--- src/hw/rtp_pkg.sv ---
package rtp_pkg;

  // Register indices; the bus byte address is four times the index.
  localparam logic [27:0] IDX_PRESCALER_MODE    = 28'hFFFF8B0;
  localparam logic [27:0] IDX_PRESCALER_COMPARE = 28'hFFFF8B1;
  localparam logic [27:0] IDX_COUNTER_CONTROL   = 28'hFFFF8B2;
  localparam logic [27:0] IDX_CAL_TIME          = 28'hFFFF8B3;
  localparam logic [27:0] IDX_CAL_DATE          = 28'hFFFF8B4;
  localparam logic [27:0] IDX_ALARM             = 28'hFFFF8B5;
  localparam logic [27:0] IDX_SUBSEC_TOP        = 28'hFFFF8B6;

  localparam logic [7:0]  PRESCALER_MODE_RST    = 8'h00;
  localparam logic [7:0]  PRESCALER_COMPARE_RST = 8'h00;
  localparam int          CCE_BIT               = 4;
  localparam int          HFS_BIT               = 3;
  localparam int          PM_BIT                = 5;
  localparam logic [2:0]  WEEK_SAT              = 3'h6;
  localparam logic [15:0] SUBSEC_TOP_RST        = 16'h7FFF;
  localparam logic [7:0]  DAY_RST               = 8'h01;
  localparam logic [7:0]  MONTH_RST             = 8'h01;

  typedef struct packed {
    logic [6:0] weekdayMask;
    logic [7:0] hour;
    logic [7:0] minute;
  } rtp_alarm_t;

  typedef struct packed {
    logic [7:0] second;
    logic [7:0] minute;
    logic [7:0] hour;
    logic [2:0] weekday;
  } rtp_time_t;

endpackage

--- src/hw/rtp_core.sv ---
// Overview of operation
// - Weekday counts Sunday 00 to Saturday 06.
// - 12-hour alarm hour is BCD, bit5 afternoon.
// - 24-hour alarm hour is plain BCD 00-23.
// - Prescaler mode register resets 00H, enable gates.
// - Source select divides main clock by 1,2,4,8.
// - Count clock is source over 2N, 00H means 256.
// - Wait request halts seconds through years.
// - Wait status rises once counters are frozen.
// - One subsecond carry kept while frozen.
// - Clearing wait request resumes counting.
// - Counters accessible in any order, subsets allowed.
// - Interrupt setting changes may glitch outputs.
// - Weekday mask bits enable alarm per day.
// - Alarm minute BCD 00-59, else never matches.
// - 12-hour alarm hour bit5: 0 morning, 1 afternoon.
`timescale 1ns/1ps
`default_nettype none
module rtp_core (
  input  wire logic        sys_clk,
  input  wire logic        reset,
  input  wire logic        psel,
  input  wire logic        penable,
  input  wire logic        pwrite,
  input  wire logic [31:0] paddr,
  input  wire logic [31:0] pwdata,
  output logic      [31:0] prdata,
  output logic             pready,
  output logic             pslverr,
  output logic             countClockTick,
  output logic             alarmMatch
);

  logic [7:0]  prescalerMode_reg;
  logic [7:0]  prescalerCompare_reg;
  logic [2:0]  preDiv_reg;
  logic [7:0]  halfCount_reg;
  logic        countClock_reg;
  logic [15:0] subsecTop_reg;
  logic [15:0] subsec_reg;
  logic        waitRequest_reg;
  logic        waitStatus_reg;
  logic        carryPending_reg;
  logic        hourFormat_reg;
  rtp_pkg::rtp_time_t timeNow_reg;
  logic [7:0]  day_reg;
  logic [7:0]  month_reg;
  logic [7:0]  year_reg;
  rtp_pkg::rtp_alarm_t alarm_reg;
  logic        alarmHit_reg;

  logic        regWrite;
  logic        accessPhase;
  logic [27:0] wordIndex;
  logic        mapped;
  logic        countEnable;
  logic        srcTick;
  logic        fbrgRise;
  logic        subsecCarry;
  logic        secondStep;
  logic [2:0]  divMask;

  assign accessPhase = psel && penable;
  assign regWrite    = accessPhase && pwrite;
  assign wordIndex   = paddr[29:2];
  assign countEnable = prescalerMode_reg[rtp_pkg::CCE_BIT];

  always_comb
  begin
    case (wordIndex)
      rtp_pkg::IDX_PRESCALER_MODE, rtp_pkg::IDX_PRESCALER_COMPARE, rtp_pkg::IDX_COUNTER_CONTROL,
      rtp_pkg::IDX_CAL_TIME, rtp_pkg::IDX_CAL_DATE, rtp_pkg::IDX_ALARM,
      rtp_pkg::IDX_SUBSEC_TOP: mapped = 1'b1;
      default: mapped = 1'b0;
    endcase
  end

  // BCD increment with wrap to a given value at a given limit.
  function automatic logic [7:0] bcdStep(input logic [7:0] v, input logic [7:0] lim, input logic [7:0] wrapTo);
    if (v >= lim)
      bcdStep = wrapTo;
    else if (v[3:0] == 4'h9)
      bcdStep = {v[7:4] + 4'h1, 4'h0};
    else
      bcdStep = {v[7:4], v[3:0] + 4'h1};
  endfunction

  // Valid BCD byte not above a limit.
  function automatic logic bcdOk(input logic [7:0] v, input logic [7:0] lim);
    bcdOk = (v[3:0] <= 4'h9) && (v[7:4] <= 4'h9) && (v <= lim);
  endfunction

  // Register writes.
  always_ff @(posedge sys_clk or posedge reset)
  begin
    if (reset)
    begin
      prescalerMode_reg    <= rtp_pkg::PRESCALER_MODE_RST;
      prescalerCompare_reg <= rtp_pkg::PRESCALER_COMPARE_RST;
      waitRequest_reg      <= 1'b0;
      hourFormat_reg       <= 1'b0;
      alarm_reg            <= '0;
      subsecTop_reg        <= rtp_pkg::SUBSEC_TOP_RST;
    end
    else if (regWrite)
    begin
      case (wordIndex)
        rtp_pkg::IDX_PRESCALER_MODE:    prescalerMode_reg    <= pwdata[7:0] & 8'h13;
        rtp_pkg::IDX_PRESCALER_COMPARE: prescalerCompare_reg <= pwdata[7:0];
        rtp_pkg::IDX_COUNTER_CONTROL:
        begin
          waitRequest_reg <= pwdata[0];
          hourFormat_reg  <= pwdata[rtp_pkg::HFS_BIT];
        end
        rtp_pkg::IDX_ALARM:             alarm_reg            <= pwdata[22:0];
        rtp_pkg::IDX_SUBSEC_TOP:        subsecTop_reg        <= pwdata[15:0];
        default: ;
      endcase
    end
  end

  // Source divider and the 2N count-clock divider.
  always_comb
  begin
    case (prescalerMode_reg[1:0])
      2'b00:   divMask = 3'h0;
      2'b01:   divMask = 3'h1;
      2'b10:   divMask = 3'h3;
      default: divMask = 3'h7;
    endcase
  end
  assign srcTick = countEnable && ((preDiv_reg & divMask) == divMask);

  always_ff @(posedge sys_clk or posedge reset)
  begin
    if (reset)
      preDiv_reg <= 3'h0;
    else if (!countEnable)
      preDiv_reg <= 3'h0;
    else
      preDiv_reg <= preDiv_reg + 3'h1;
  end

  always_ff @(posedge sys_clk or posedge reset)
  begin
    if (reset)
    begin
      halfCount_reg  <= 8'h00;
      countClock_reg <= 1'b0;
    end
    else if (!countEnable)
    begin
      halfCount_reg  <= 8'h00;
      countClock_reg <= 1'b0;
    end
    else if (srcTick)
    begin
      // Compare of 00H wraps after 256 source ticks per half period.
      if (halfCount_reg == prescalerCompare_reg - 8'h01)
      begin
        halfCount_reg  <= 8'h00;
        countClock_reg <= ~countClock_reg;
      end
      else
        halfCount_reg <= halfCount_reg + 8'h01;
    end
  end
  assign fbrgRise = srcTick && !countClock_reg && (halfCount_reg == prescalerCompare_reg - 8'h01);

  // Subsecond counter; carry into seconds.
  always_ff @(posedge sys_clk or posedge reset)
  begin
    if (reset)
      subsec_reg <= 16'h0000;
    else if (fbrgRise)
      subsec_reg <= (subsec_reg >= subsecTop_reg) ? 16'h0000 : subsec_reg + 16'h0001;
  end
  assign subsecCarry = fbrgRise && (subsec_reg >= subsecTop_reg);

  // Wait handshake and the single retained carry.
  always_ff @(posedge sys_clk or posedge reset)
  begin
    if (reset)
    begin
      waitStatus_reg   <= 1'b0;
      carryPending_reg <= 1'b0;
    end
    else
    begin
      waitStatus_reg <= waitRequest_reg;
      if (waitStatus_reg && subsecCarry)
        carryPending_reg <= 1'b1;
      else if (!waitStatus_reg)
        carryPending_reg <= 1'b0;
    end
  end
  assign secondStep = !waitStatus_reg && (subsecCarry || carryPending_reg);

  // Calendar counters; writable only through the bus while frozen is advised.
  always_ff @(posedge sys_clk or posedge reset)
  begin
    if (reset)
    begin
      timeNow_reg <= '0;
      day_reg     <= rtp_pkg::DAY_RST;
      month_reg   <= rtp_pkg::MONTH_RST;
      year_reg    <= 8'h00;
    end
    else if (regWrite && wordIndex == rtp_pkg::IDX_CAL_TIME)
      timeNow_reg <= pwdata[26:0];
    else if (regWrite && wordIndex == rtp_pkg::IDX_CAL_DATE)
    begin
      day_reg   <= pwdata[7:0];
      month_reg <= pwdata[15:8];
      year_reg  <= pwdata[23:16];
    end
    else if (secondStep)
    begin
      timeNow_reg.second <= bcdStep(timeNow_reg.second, 8'h59, 8'h00);
      if (timeNow_reg.second == 8'h59)
      begin
        timeNow_reg.minute <= bcdStep(timeNow_reg.minute, 8'h59, 8'h00);
        if (timeNow_reg.minute == 8'h59)
        begin
          if (hourFormat_reg)
            timeNow_reg.hour <= bcdStep(timeNow_reg.hour, 8'h23, 8'h00);
          else if (timeNow_reg.hour == 8'h11)
            timeNow_reg.hour <= 8'h32;
          else if (timeNow_reg.hour == 8'h31)
            timeNow_reg.hour <= 8'h12;
          else if (timeNow_reg.hour == 8'h12)
            timeNow_reg.hour <= 8'h01;
          else if (timeNow_reg.hour == 8'h32)
            timeNow_reg.hour <= 8'h21;
          else
            timeNow_reg.hour <= {timeNow_reg.hour[7:4], 4'h0} | bcdStep({4'h0, timeNow_reg.hour[3:0]}, 8'h09, 8'h10);
          if ((hourFormat_reg && timeNow_reg.hour == 8'h23) || (!hourFormat_reg && timeNow_reg.hour == 8'h31))
          begin
            timeNow_reg.weekday <= (timeNow_reg.weekday >= rtp_pkg::WEEK_SAT) ? 3'h0
                                   : timeNow_reg.weekday + 3'h1;
            day_reg <= bcdStep(day_reg, 8'h31, 8'h01);
            if (day_reg == 8'h31)
            begin
              month_reg <= bcdStep(month_reg, 8'h12, 8'h01);
              if (month_reg == 8'h12)
                year_reg <= bcdStep(year_reg, 8'h99, 8'h00);
            end
          end
        end
      end
    end
  end

  // Alarm compare: 24h plain BCD, 12h BCD with afternoon flag.
  logic hourValid;
  always_comb
  begin
    if (hourFormat_reg)
      hourValid = bcdOk(alarm_reg.hour, 8'h23);
    else
      hourValid = bcdOk({3'h0, alarm_reg.hour[4:0]}, 8'h12) && alarm_reg.hour[4:0] != 5'h00
                  && alarm_reg.hour[7:6] == 2'b00;
  end

  always_ff @(posedge sys_clk or posedge reset)
  begin
    if (reset)
      alarmHit_reg <= 1'b0;
    else
      // A weekday code above Saturday never matches.
      alarmHit_reg <= (timeNow_reg.weekday <= rtp_pkg::WEEK_SAT) && alarm_reg.weekdayMask[timeNow_reg.weekday]
                      && hourValid && bcdOk(alarm_reg.minute, 8'h59)
                      && timeNow_reg.hour == alarm_reg.hour && timeNow_reg.minute == alarm_reg.minute;
  end

  // APB answer, zero wait states.
  always_ff @(posedge sys_clk or posedge reset)
  begin
    if (reset)
    begin
      prdata  <= 32'h0000_0000;
      pready  <= 1'b0;
      pslverr <= 1'b0;
    end
    else
    begin
      pready  <= psel && !penable;
      pslverr <= psel && !penable && !mapped;
      prdata  <= 32'h0000_0000;
      if (psel && !penable && !pwrite)
      begin
        case (wordIndex)
          rtp_pkg::IDX_PRESCALER_MODE:    prdata <= {24'h0, prescalerMode_reg};
          rtp_pkg::IDX_PRESCALER_COMPARE: prdata <= {24'h0, prescalerCompare_reg};
          rtp_pkg::IDX_COUNTER_CONTROL:   prdata <= {28'h0, hourFormat_reg, 1'b0, waitStatus_reg, waitRequest_reg};
          rtp_pkg::IDX_CAL_TIME:          prdata <= {5'h0, timeNow_reg};
          rtp_pkg::IDX_CAL_DATE:          prdata <= {8'h0, year_reg, month_reg, day_reg};
          rtp_pkg::IDX_ALARM:             prdata <= {9'h0, alarm_reg};
          rtp_pkg::IDX_SUBSEC_TOP:        prdata <= {16'h0, subsecTop_reg};
          default:                        prdata <= 32'h0000_0000;
        endcase
      end
    end
  end

  always_ff @(posedge sys_clk or posedge reset)
  begin
    if (reset)
    begin
      countClockTick <= 1'b0;
      alarmMatch     <= 1'b0;
    end
    else
    begin
      countClockTick <= fbrgRise;
      // Delayed one more cycle after alarmHit_reg; a setting change can still glitch the alarm output.
      alarmMatch     <= alarmHit_reg;
    end
  end

  AST_ENABLE_GATES: assert property (@(posedge sys_clk) disable iff (reset)
    !countEnable |=> !countClockTick) else $error("count clock ticked while disabled");
  AST_WAIT_STATUS: assert property (@(posedge sys_clk) disable iff (reset)
    $rose(waitRequest_reg) |=> waitStatus_reg) else $error("wait status late");
  AST_FROZEN: assert property (@(posedge sys_clk) disable iff (reset)
    waitStatus_reg && !regWrite |=> $stable(timeNow_reg)) else $error("counters moved while frozen");
  AST_CARRY_KEPT: assert property (@(posedge sys_clk) disable iff (reset)
    waitStatus_reg && subsecCarry |=> carryPending_reg) else $error("carry lost");
  AST_RESUME: assert property (@(posedge sys_clk) disable iff (reset)
    !waitStatus_reg && carryPending_reg && !regWrite |=> timeNow_reg.second != $past(timeNow_reg.second))
    else $error("pending carry not applied");
  AST_WEEK_RANGE: assert property (@(posedge sys_clk) disable iff (reset)
    secondStep && timeNow_reg.weekday == 3'h6 && timeNow_reg.second == 8'h59 && timeNow_reg.minute == 8'h59
    && timeNow_reg.hour == 8'h23 && hourFormat_reg && !regWrite |=> timeNow_reg.weekday == 3'h0)
    else $error("weekday did not wrap to Sunday");
  AST_MINUTE_RANGE: assert property (@(posedge sys_clk) disable iff (reset)
    !bcdOk(alarm_reg.minute, 8'h59) |=> !alarmHit_reg) else $error("bad minute matched");
  AST_MASK: assert property (@(posedge sys_clk) disable iff (reset)
    !alarm_reg.weekdayMask[timeNow_reg.weekday] |=> ##1 !alarmMatch)
    else $error("masked day raised alarm");
  COV_WAIT: cover property (@(posedge sys_clk) disable iff (reset) $rose(waitStatus_reg));
  COV_CARRY: cover property (@(posedge sys_clk) disable iff (reset) waitStatus_reg && subsecCarry);
  COV_ALARM: cover property (@(posedge sys_clk) disable iff (reset) $rose(alarmMatch));

endmodule // rtp_core
`default_nettype wire

--- config.mk ---
export PLATFORM = sky130hd
export DESIGN_NAME = rtp_core
export DESIGN_NICKNAME = d
export VERILOG_FILES = /design/src/hw/rtp_pkg.sv /design/src/hw/rtp_core.sv
export SDC_FILE = /design/constraint.sdc
export NUM_CORES = 1
export LEC_CHECK = 0
export BUFFER_PORTS_ARGS = -buffer_cell sky130_fd_sc_hd__buf_2
export CORE_ASPECT_RATIO = 0.9
export CORE_UTILIZATION = 60
export DETAILED_ROUTE_END_ITERATION = 7
export PLACE_DENSITY = 0.81
export SYNTH_ARGS = -nofsm -noshare
export SYNTH_HDL_FRONTEND = slang
export SYNTH_SLANG_ARGS = --single-unit
--- constraint.sdc ---
create_clock -name sys_clk -period 13.1 [get_ports sys_clk]
set_clock_uncertainty 0.1 [all_clocks]
set_input_delay 0.655 -clock sys_clk [delete_from_list [all_inputs] [get_ports sys_clk]]
set_output_delay 0.655 -clock sys_clk [all_outputs]
set_load 0.01 [all_outputs]
Word-level counts from Yosys, hierarchy flattened
Cells that the tools add are included.
{"block": "word_totals", "ff_bits": 170, "output_inout_bits": 36}
{"block": "op_classes", "n_addsub": 17, "n_lt_le_gt_ge": 18, "n_eq_ne": 33, "n_mux": 71, "bitwise": 4, "reduce_logical": 73}
{"op": "$mux W8", "n": 48}
{"op": "$eq A28 B28 Y1 const B", "n": 7}
{"op": "$pmux W27 S7", "n": 1}
{"op": "$mux W27", "n": 4}
{"op": "$add A4 B1 Y4 const B", "n": 12}
{"op": "$eq A8 B6 Y1 const B", "n": 4}
{"op": "$logic_and A1 B1 Y1", "n": 27}
{"op": "$eq A4 B4 Y1 const B", "n": 6}
{"op": "$eq A8 B5 Y1 const B", "n": 3}
{"op": "$eq A8 B8 Y1", "n": 3}
{"op": "$reduce_bool A2 Y1", "n": 10}
{"op": "$mux W19", "n": 1}
{"op": "$add A16 B1 Y16 const B", "n": 1}
{"op": "$eq A8 B7 Y1 const B", "n": 2}
{"op": "$ge A16 B16 Y1", "n": 1}
{"op": "$ge A8 B6 Y1 const B", "n": 2}
{"op": "$ge A8 B7 Y1 const B", "n": 2}
{"op": "$le A4 B4 Y1 const B", "n": 4}
{"op": "$mux W16", "n": 1}
{"op": "$reduce_and A5 Y1", "n": 3}
{"op": "$reduce_bool A3 Y1", "n": 5}
{"op": "$reduce_and A2 Y1", "n": 7}
{"op": "$reduce_and A7 Y1", "n": 2}
{"op": "$reduce_and A6 Y1", "n": 2}
{"op": "other kinds (35)", "n": 58}

Logic depth before layout (Yosys ltp)
{"block": "logic_depth", "depth_word": 24, "ltp_mapped": 13, "depth_no_buf": 10}

Least setup slack after synthesis
No wires, ideal clock.
{"block": "synth_timing", "path_type": "input -> register", "from": "input port paddr[11]", "to": "register timeNow_reg[15] (netlist bit)", "setup_ns": 0.134, "arrival_ns": 2.928, "path_slack_ns": 9.938, "path_stages": 8, "n_path_buf": 1, "path_cell_list": "or4b_1 or3_1 or2_1 buf_6 or4_4 o21ai_1 nor2_1 a2bb2oi_1"}
{"block": "synth_via", "elab_chain_cells": 4}
{"element": "start: declaration", "line_no": "rtp_core.sv:25", "text": "input wire logic [31:0] paddr,"}
{"element": "$eq A28 B28 Y1 (on tied branches)", "line_no": "rtp_core.sv:209, rtp_core.sv:211"}
{"element": "$logic_and A1 B1 Y1 (on tied branches)", "line_no": "rtp_core.sv:209, rtp_core.sv:211"}
{"element": "$ne A2 B2 Y1 (no source line), or another cell as far along"}
{"element": "$reduce_and A4 Y1 (no source line)"}
{"element": "end signal: assignment", "line_no": "rtp_core.sv:210", "text": "timeNow_reg <= pwdata[26:0];"}
{"element": "end: declaration", "line_no": "rtp_core.sv:45", "text": "rtp_pkg::rtp_time_t timeNow_reg;"}
Several ways; a longest one is shown, not always the timed one.
A chain may end at the register's enable or synchronous reset.

Worst setup path in the final report
{"block": "layout_timing", "from": "input port paddr[11]", "to": "register year_reg[4]"}
{"block": "layout_via", "elab_chain_cells": 4}
{"element": "$eq A28 B28 Y1 (on tied branches)", "line_no": "rtp_core.sv:211, rtp_core.sv:209"}
{"element": "$logic_and A1 B1 Y1 (on tied branches)", "line_no": "rtp_core.sv:211, rtp_core.sv:209"}
{"element": "$reduce_bool A3 Y1 (no source line), or another cell as far along"}
{"element": "$reduce_and A8 Y1 (no source line)"}
{"element": "end signal: assignment", "line_no": "rtp_core.sv:215", "text": "year_reg <= pwdata[23:16];"}
{"element": "end signal: assignment", "line_no": "rtp_core.sv:246", "text": "year_reg <= bcdStep(year_reg, 8'h99, 8'h00);"}
{"element": "end: declaration", "line_no": "rtp_core.sv:48", "text": "logic [7:0] year_reg;"}
Several ways; a longest one is shown, not always the timed one.

==> metrics.md <==
| Metric | Value |
|---|---|
| Number of nets in the finished design | `1223` |
| Sequential standard cell area | `4150 sq um` |
| Final WL | `between 20 and 30 mm` |
| Ys async rst share | `between 90% and 100%` |
| Placement Cell Area | `between 10000 and 15000 sq um` |
| Area of the die | `16900 sq um` |
| Cts repair resizes | `0` |
| Leak Pwr | `a little under 5 nW` |
| Result of the run | `complete, but fails checks` |
| Diode count | `0` |
| Number of library cell types mapped by synthesis | `85` |
| Required time at the endpoint of the critical path | `about 13 ns` |
| Maximum number of pins on one net before global-route repair | `86` |
| Row count | `44` |
| Sum of negative setup slack | `0 ns` |
| Primary FF master, synth | `sky130_fd_sc_hd__dfrtp_1` |
| Pwr/cell area | `98.41 nW/um^2` |
| Crit path max fanout | `27` |
| Max cap viols | `0` |
| Post-synthesis instance total | `1055` |
| Area taken by multi-input logic gates | `between 5000 and 6000 sq um` |
| Clock Tree Buf Depth | `2` |
| Number of nets with antenna violations after routing | `0` |
| Highest attainable clock frequency | `around 250 MHz` |
| Unrepaired setup endpoints after global routing | `false` |
| Endpoint kind of the worst setup timing path | `flop` |
| First-pass iteration count of the detailed router | `8` |
| Weighted congestion at the end of routability-driven global placement | `0.9329` |
| DR vias/cell | `around 6.6` |
| Total routing resource utilization after global routing | `35.42%` |
| Die height | `~120 um` |
| Clock tree from TritonCTS | `done` |
| Final worst-path cycle share | `31.01%` |
| Clk sinks | `roughly 170` |
| Netlist area before placement | `roughly 9800 sq um` |
| DPL Wire Length | `around 20 mm` |
| Register area share after synthesis | `between 40% and 50%` |
| Number of synthesis warnings | `0` |
| Initial core utilization | `between 60% and 70%` |
| Worst vdd ir | `0.00009849 V` |
| EDFF count, synth | `0` |
| Vias | `about 8.9k` |
| Vias in the first global route | `around 8k` |
| Pre-CTS worst setup slack | `just under 9 ns` |
| Count of endpoints failing setup in the final report | `0` |
| Post-CTS setup buffer count | `0` |
| Yosys reg bits | `roughly 170` |
| Share of final-layout standard cells stronger than drive strength 1 | `18.67%` |
| Worst setup path class | `input port to flop` |
| Syn Area/Cell | `about 9.3 sq um` |
| Hold Vio Cnt, Final | `0` |
| CTS buffer count | `17` |
| Floorplan core area | `16080 sq um` |
| Final core utilization | `between 60% and 70%` |
| DRC violations left | `1` |
| CTS clock-pin slew for the worst setup and hold paths | `~0.060 ns` |
| Buffer cell driving the clock tree root | `sky130_fd_sc_hd__clkbuf_16` |
| Hold-fix buffers, CTS | `0` |
| Number of top-level pins | `105` |
| Maximum level of the CTS H-tree | `4` |
| Fill cell instance count of the final layout | `around 1.2k` |
| Type of the most critical hold path | `input port to asynchronous set/reset pin` |
| Max Transition Viols Final | `0` |
| Starting DRC count in detailed routing | `between 1k and 1.5k` |
| Signal arrival time at the worst endpoint | `4.28 ns` |
| Post-route minimum period | `approximately 4 ns` |
| First-pass GRT wire length | `about 45 mm` |
| Crit path setup slack, layout | `9.038 ns` |
| Routed length per placed instance | `about 21 um` |
| Horiz. Die Dim | `about 140 um` |
| Area overhead of the layout relative to synthesis | `12.10%` |
| Slew margin rel. | `between 10% and 20%` |
| Slew @ Worst Pin | `~1.3 ns` |
| Post-route cell area | `between 10000 and 15000 sq um` |
| Initial antenna violation count | `0` |
| Critical path startpoint category | `input port` |
| Total Power Consumption | `roughly 1.1 mW` |
| Failing checks | `DRC` |
| Number of I/O port buffers | `90` |
| Clk_lat worst skew | `0.43 ns` |
| Grt ovf | `0` |
[cells in the final DEF, fill, tap and decap left out, types with 30 or more instances in the layout]
cell,count
sky130_fd_sc_hd__mux2_2,38
sky130_fd_sc_hd__nor3_1,30
sky130_fd_sc_hd__inv_1,52
sky130_fd_sc_hd__ha_1,37
sky130_fd_sc_hd__nand2_1,83
sky130_fd_sc_hd__o21ai_0,78
sky130_fd_sc_hd__nor2_1,82
sky130_fd_sc_hd__dfrtp_1,148
sky130_fd_sc_hd__buf_2,90
sky130_fd_sc_hd__a21oi_1,62
sky130_fd_sc_hd__a22oi_1,40
[through the flow]
step	instances	hold WS, ns
6_report	1337	0.2605
5_1_grt	1337	0.2775
4_1_cts	1337	0.2640
3_5_place_dp	1305	0.2491
3_3_place_gp	1305	0.2339
2_1_floorplan	1059	0.2312
[logic make-up (layout without fill, tap and decap cells)]
kind of cell	count (synthesis)	in the layout	share of synthesized area [%]
AOI/OAI and AO/OA	309	309	21.12
xor gates and xnor gates	35	35	3.118
adders and majority gates	37	37	4.709
buffers and inverters	113	184	4.760
DFF	165	165	42.22
muxes	50	50	5.766
other	1	5	0.03815
and+or+nand+nor	345	345	18.28
[cell usage after synthesis (all sizes together) (24+ instances only)]
library cell	count	area share, %
o21ai	83	4.3
xnor2	25	2.2
a21oi	64	3.3
nand2	83	3.2
mux2	40	4.6
clkbuf	43	1.6
nand3	24	1.2
ha	37	4.7
inv	53	2.0
dfrtp	148	38
a22oi	40	3.1
nor3	34	1.9
nor2	83	3.2
[power breakdown]
group          internal [mW]  total, mW  switching (mW)
logic                0.00828     0.0318          0.0235
clock network          0.340      0.542           0.203
registers              0.510      0.510       0.0000715
[area by class of cell]
class | instances | share of cell area [%]
multi-input combinational | 781 | 47.65
sequential | 165 | 37.66
timing repair buffer | 99 | 4.700
clock buffer | 24 | 4.462
tap | 207 | 2.350
inverter | 53 | 1.851
clock inverter | 8 | 1.328
[path summary, 6_finish.rpt]
| check | startpoint | to | slack [ns] | cells past startpoint |
|---|---|---|---|---|
| min | reset | halfCount_reg[4]$_DFFE_PP0P_ | 0.26 | 2 |
| max | paddr[11] | year_reg[4]$_DFFE_PP0P_ | 9.04 | 9 |
| max reg2reg | prescalerCompare_reg[0]$_DFFE_PP0P_ | timeNow_reg[6]$_DFFE_PP0P_ | 9.61 | 10 |
| min in group sys_clk | alarmHit_reg$_DFF_PP0_ | alarmMatch$_DFF_PP0_ | 0.26 | 0 |
| min reg2reg | alarmHit_reg$_DFF_PP0_ | alarmMatch$_DFF_PP0_ | 0.26 | 0 |
| max in group asynchronous | reset | month_reg[6]$_DFFE_PP0P_ | 11.12 | 3 |
[worst max-delay path, stage by stage]
cell	delay (ns)
sky130_fd_sc_hd__buf_2	0.09
sky130_fd_sc_hd__or4b_1	0.52
sky130_fd_sc_hd__or3_1	0.39
sky130_fd_sc_hd__or3_1	0.52
sky130_fd_sc_hd__nor2_4	0.67
sky130_fd_sc_hd__nand2_1	0.52
sky130_fd_sc_hd__o21ai_0	0.34
sky130_fd_sc_hd__or2_4	0.22
sky130_fd_sc_hd__mux2_2	0.33
[routing by layer]
metal	wire length, um	up-vias	GRT usage (%)
met2	12310	550	50.95
met5	0	-	0
met3	3047	69	7.913
li1	-	4012	-
met1	12060	4240	50.92
met4	910	0	15.80
No activity file was read; power rests on OpenSTA's default activity.
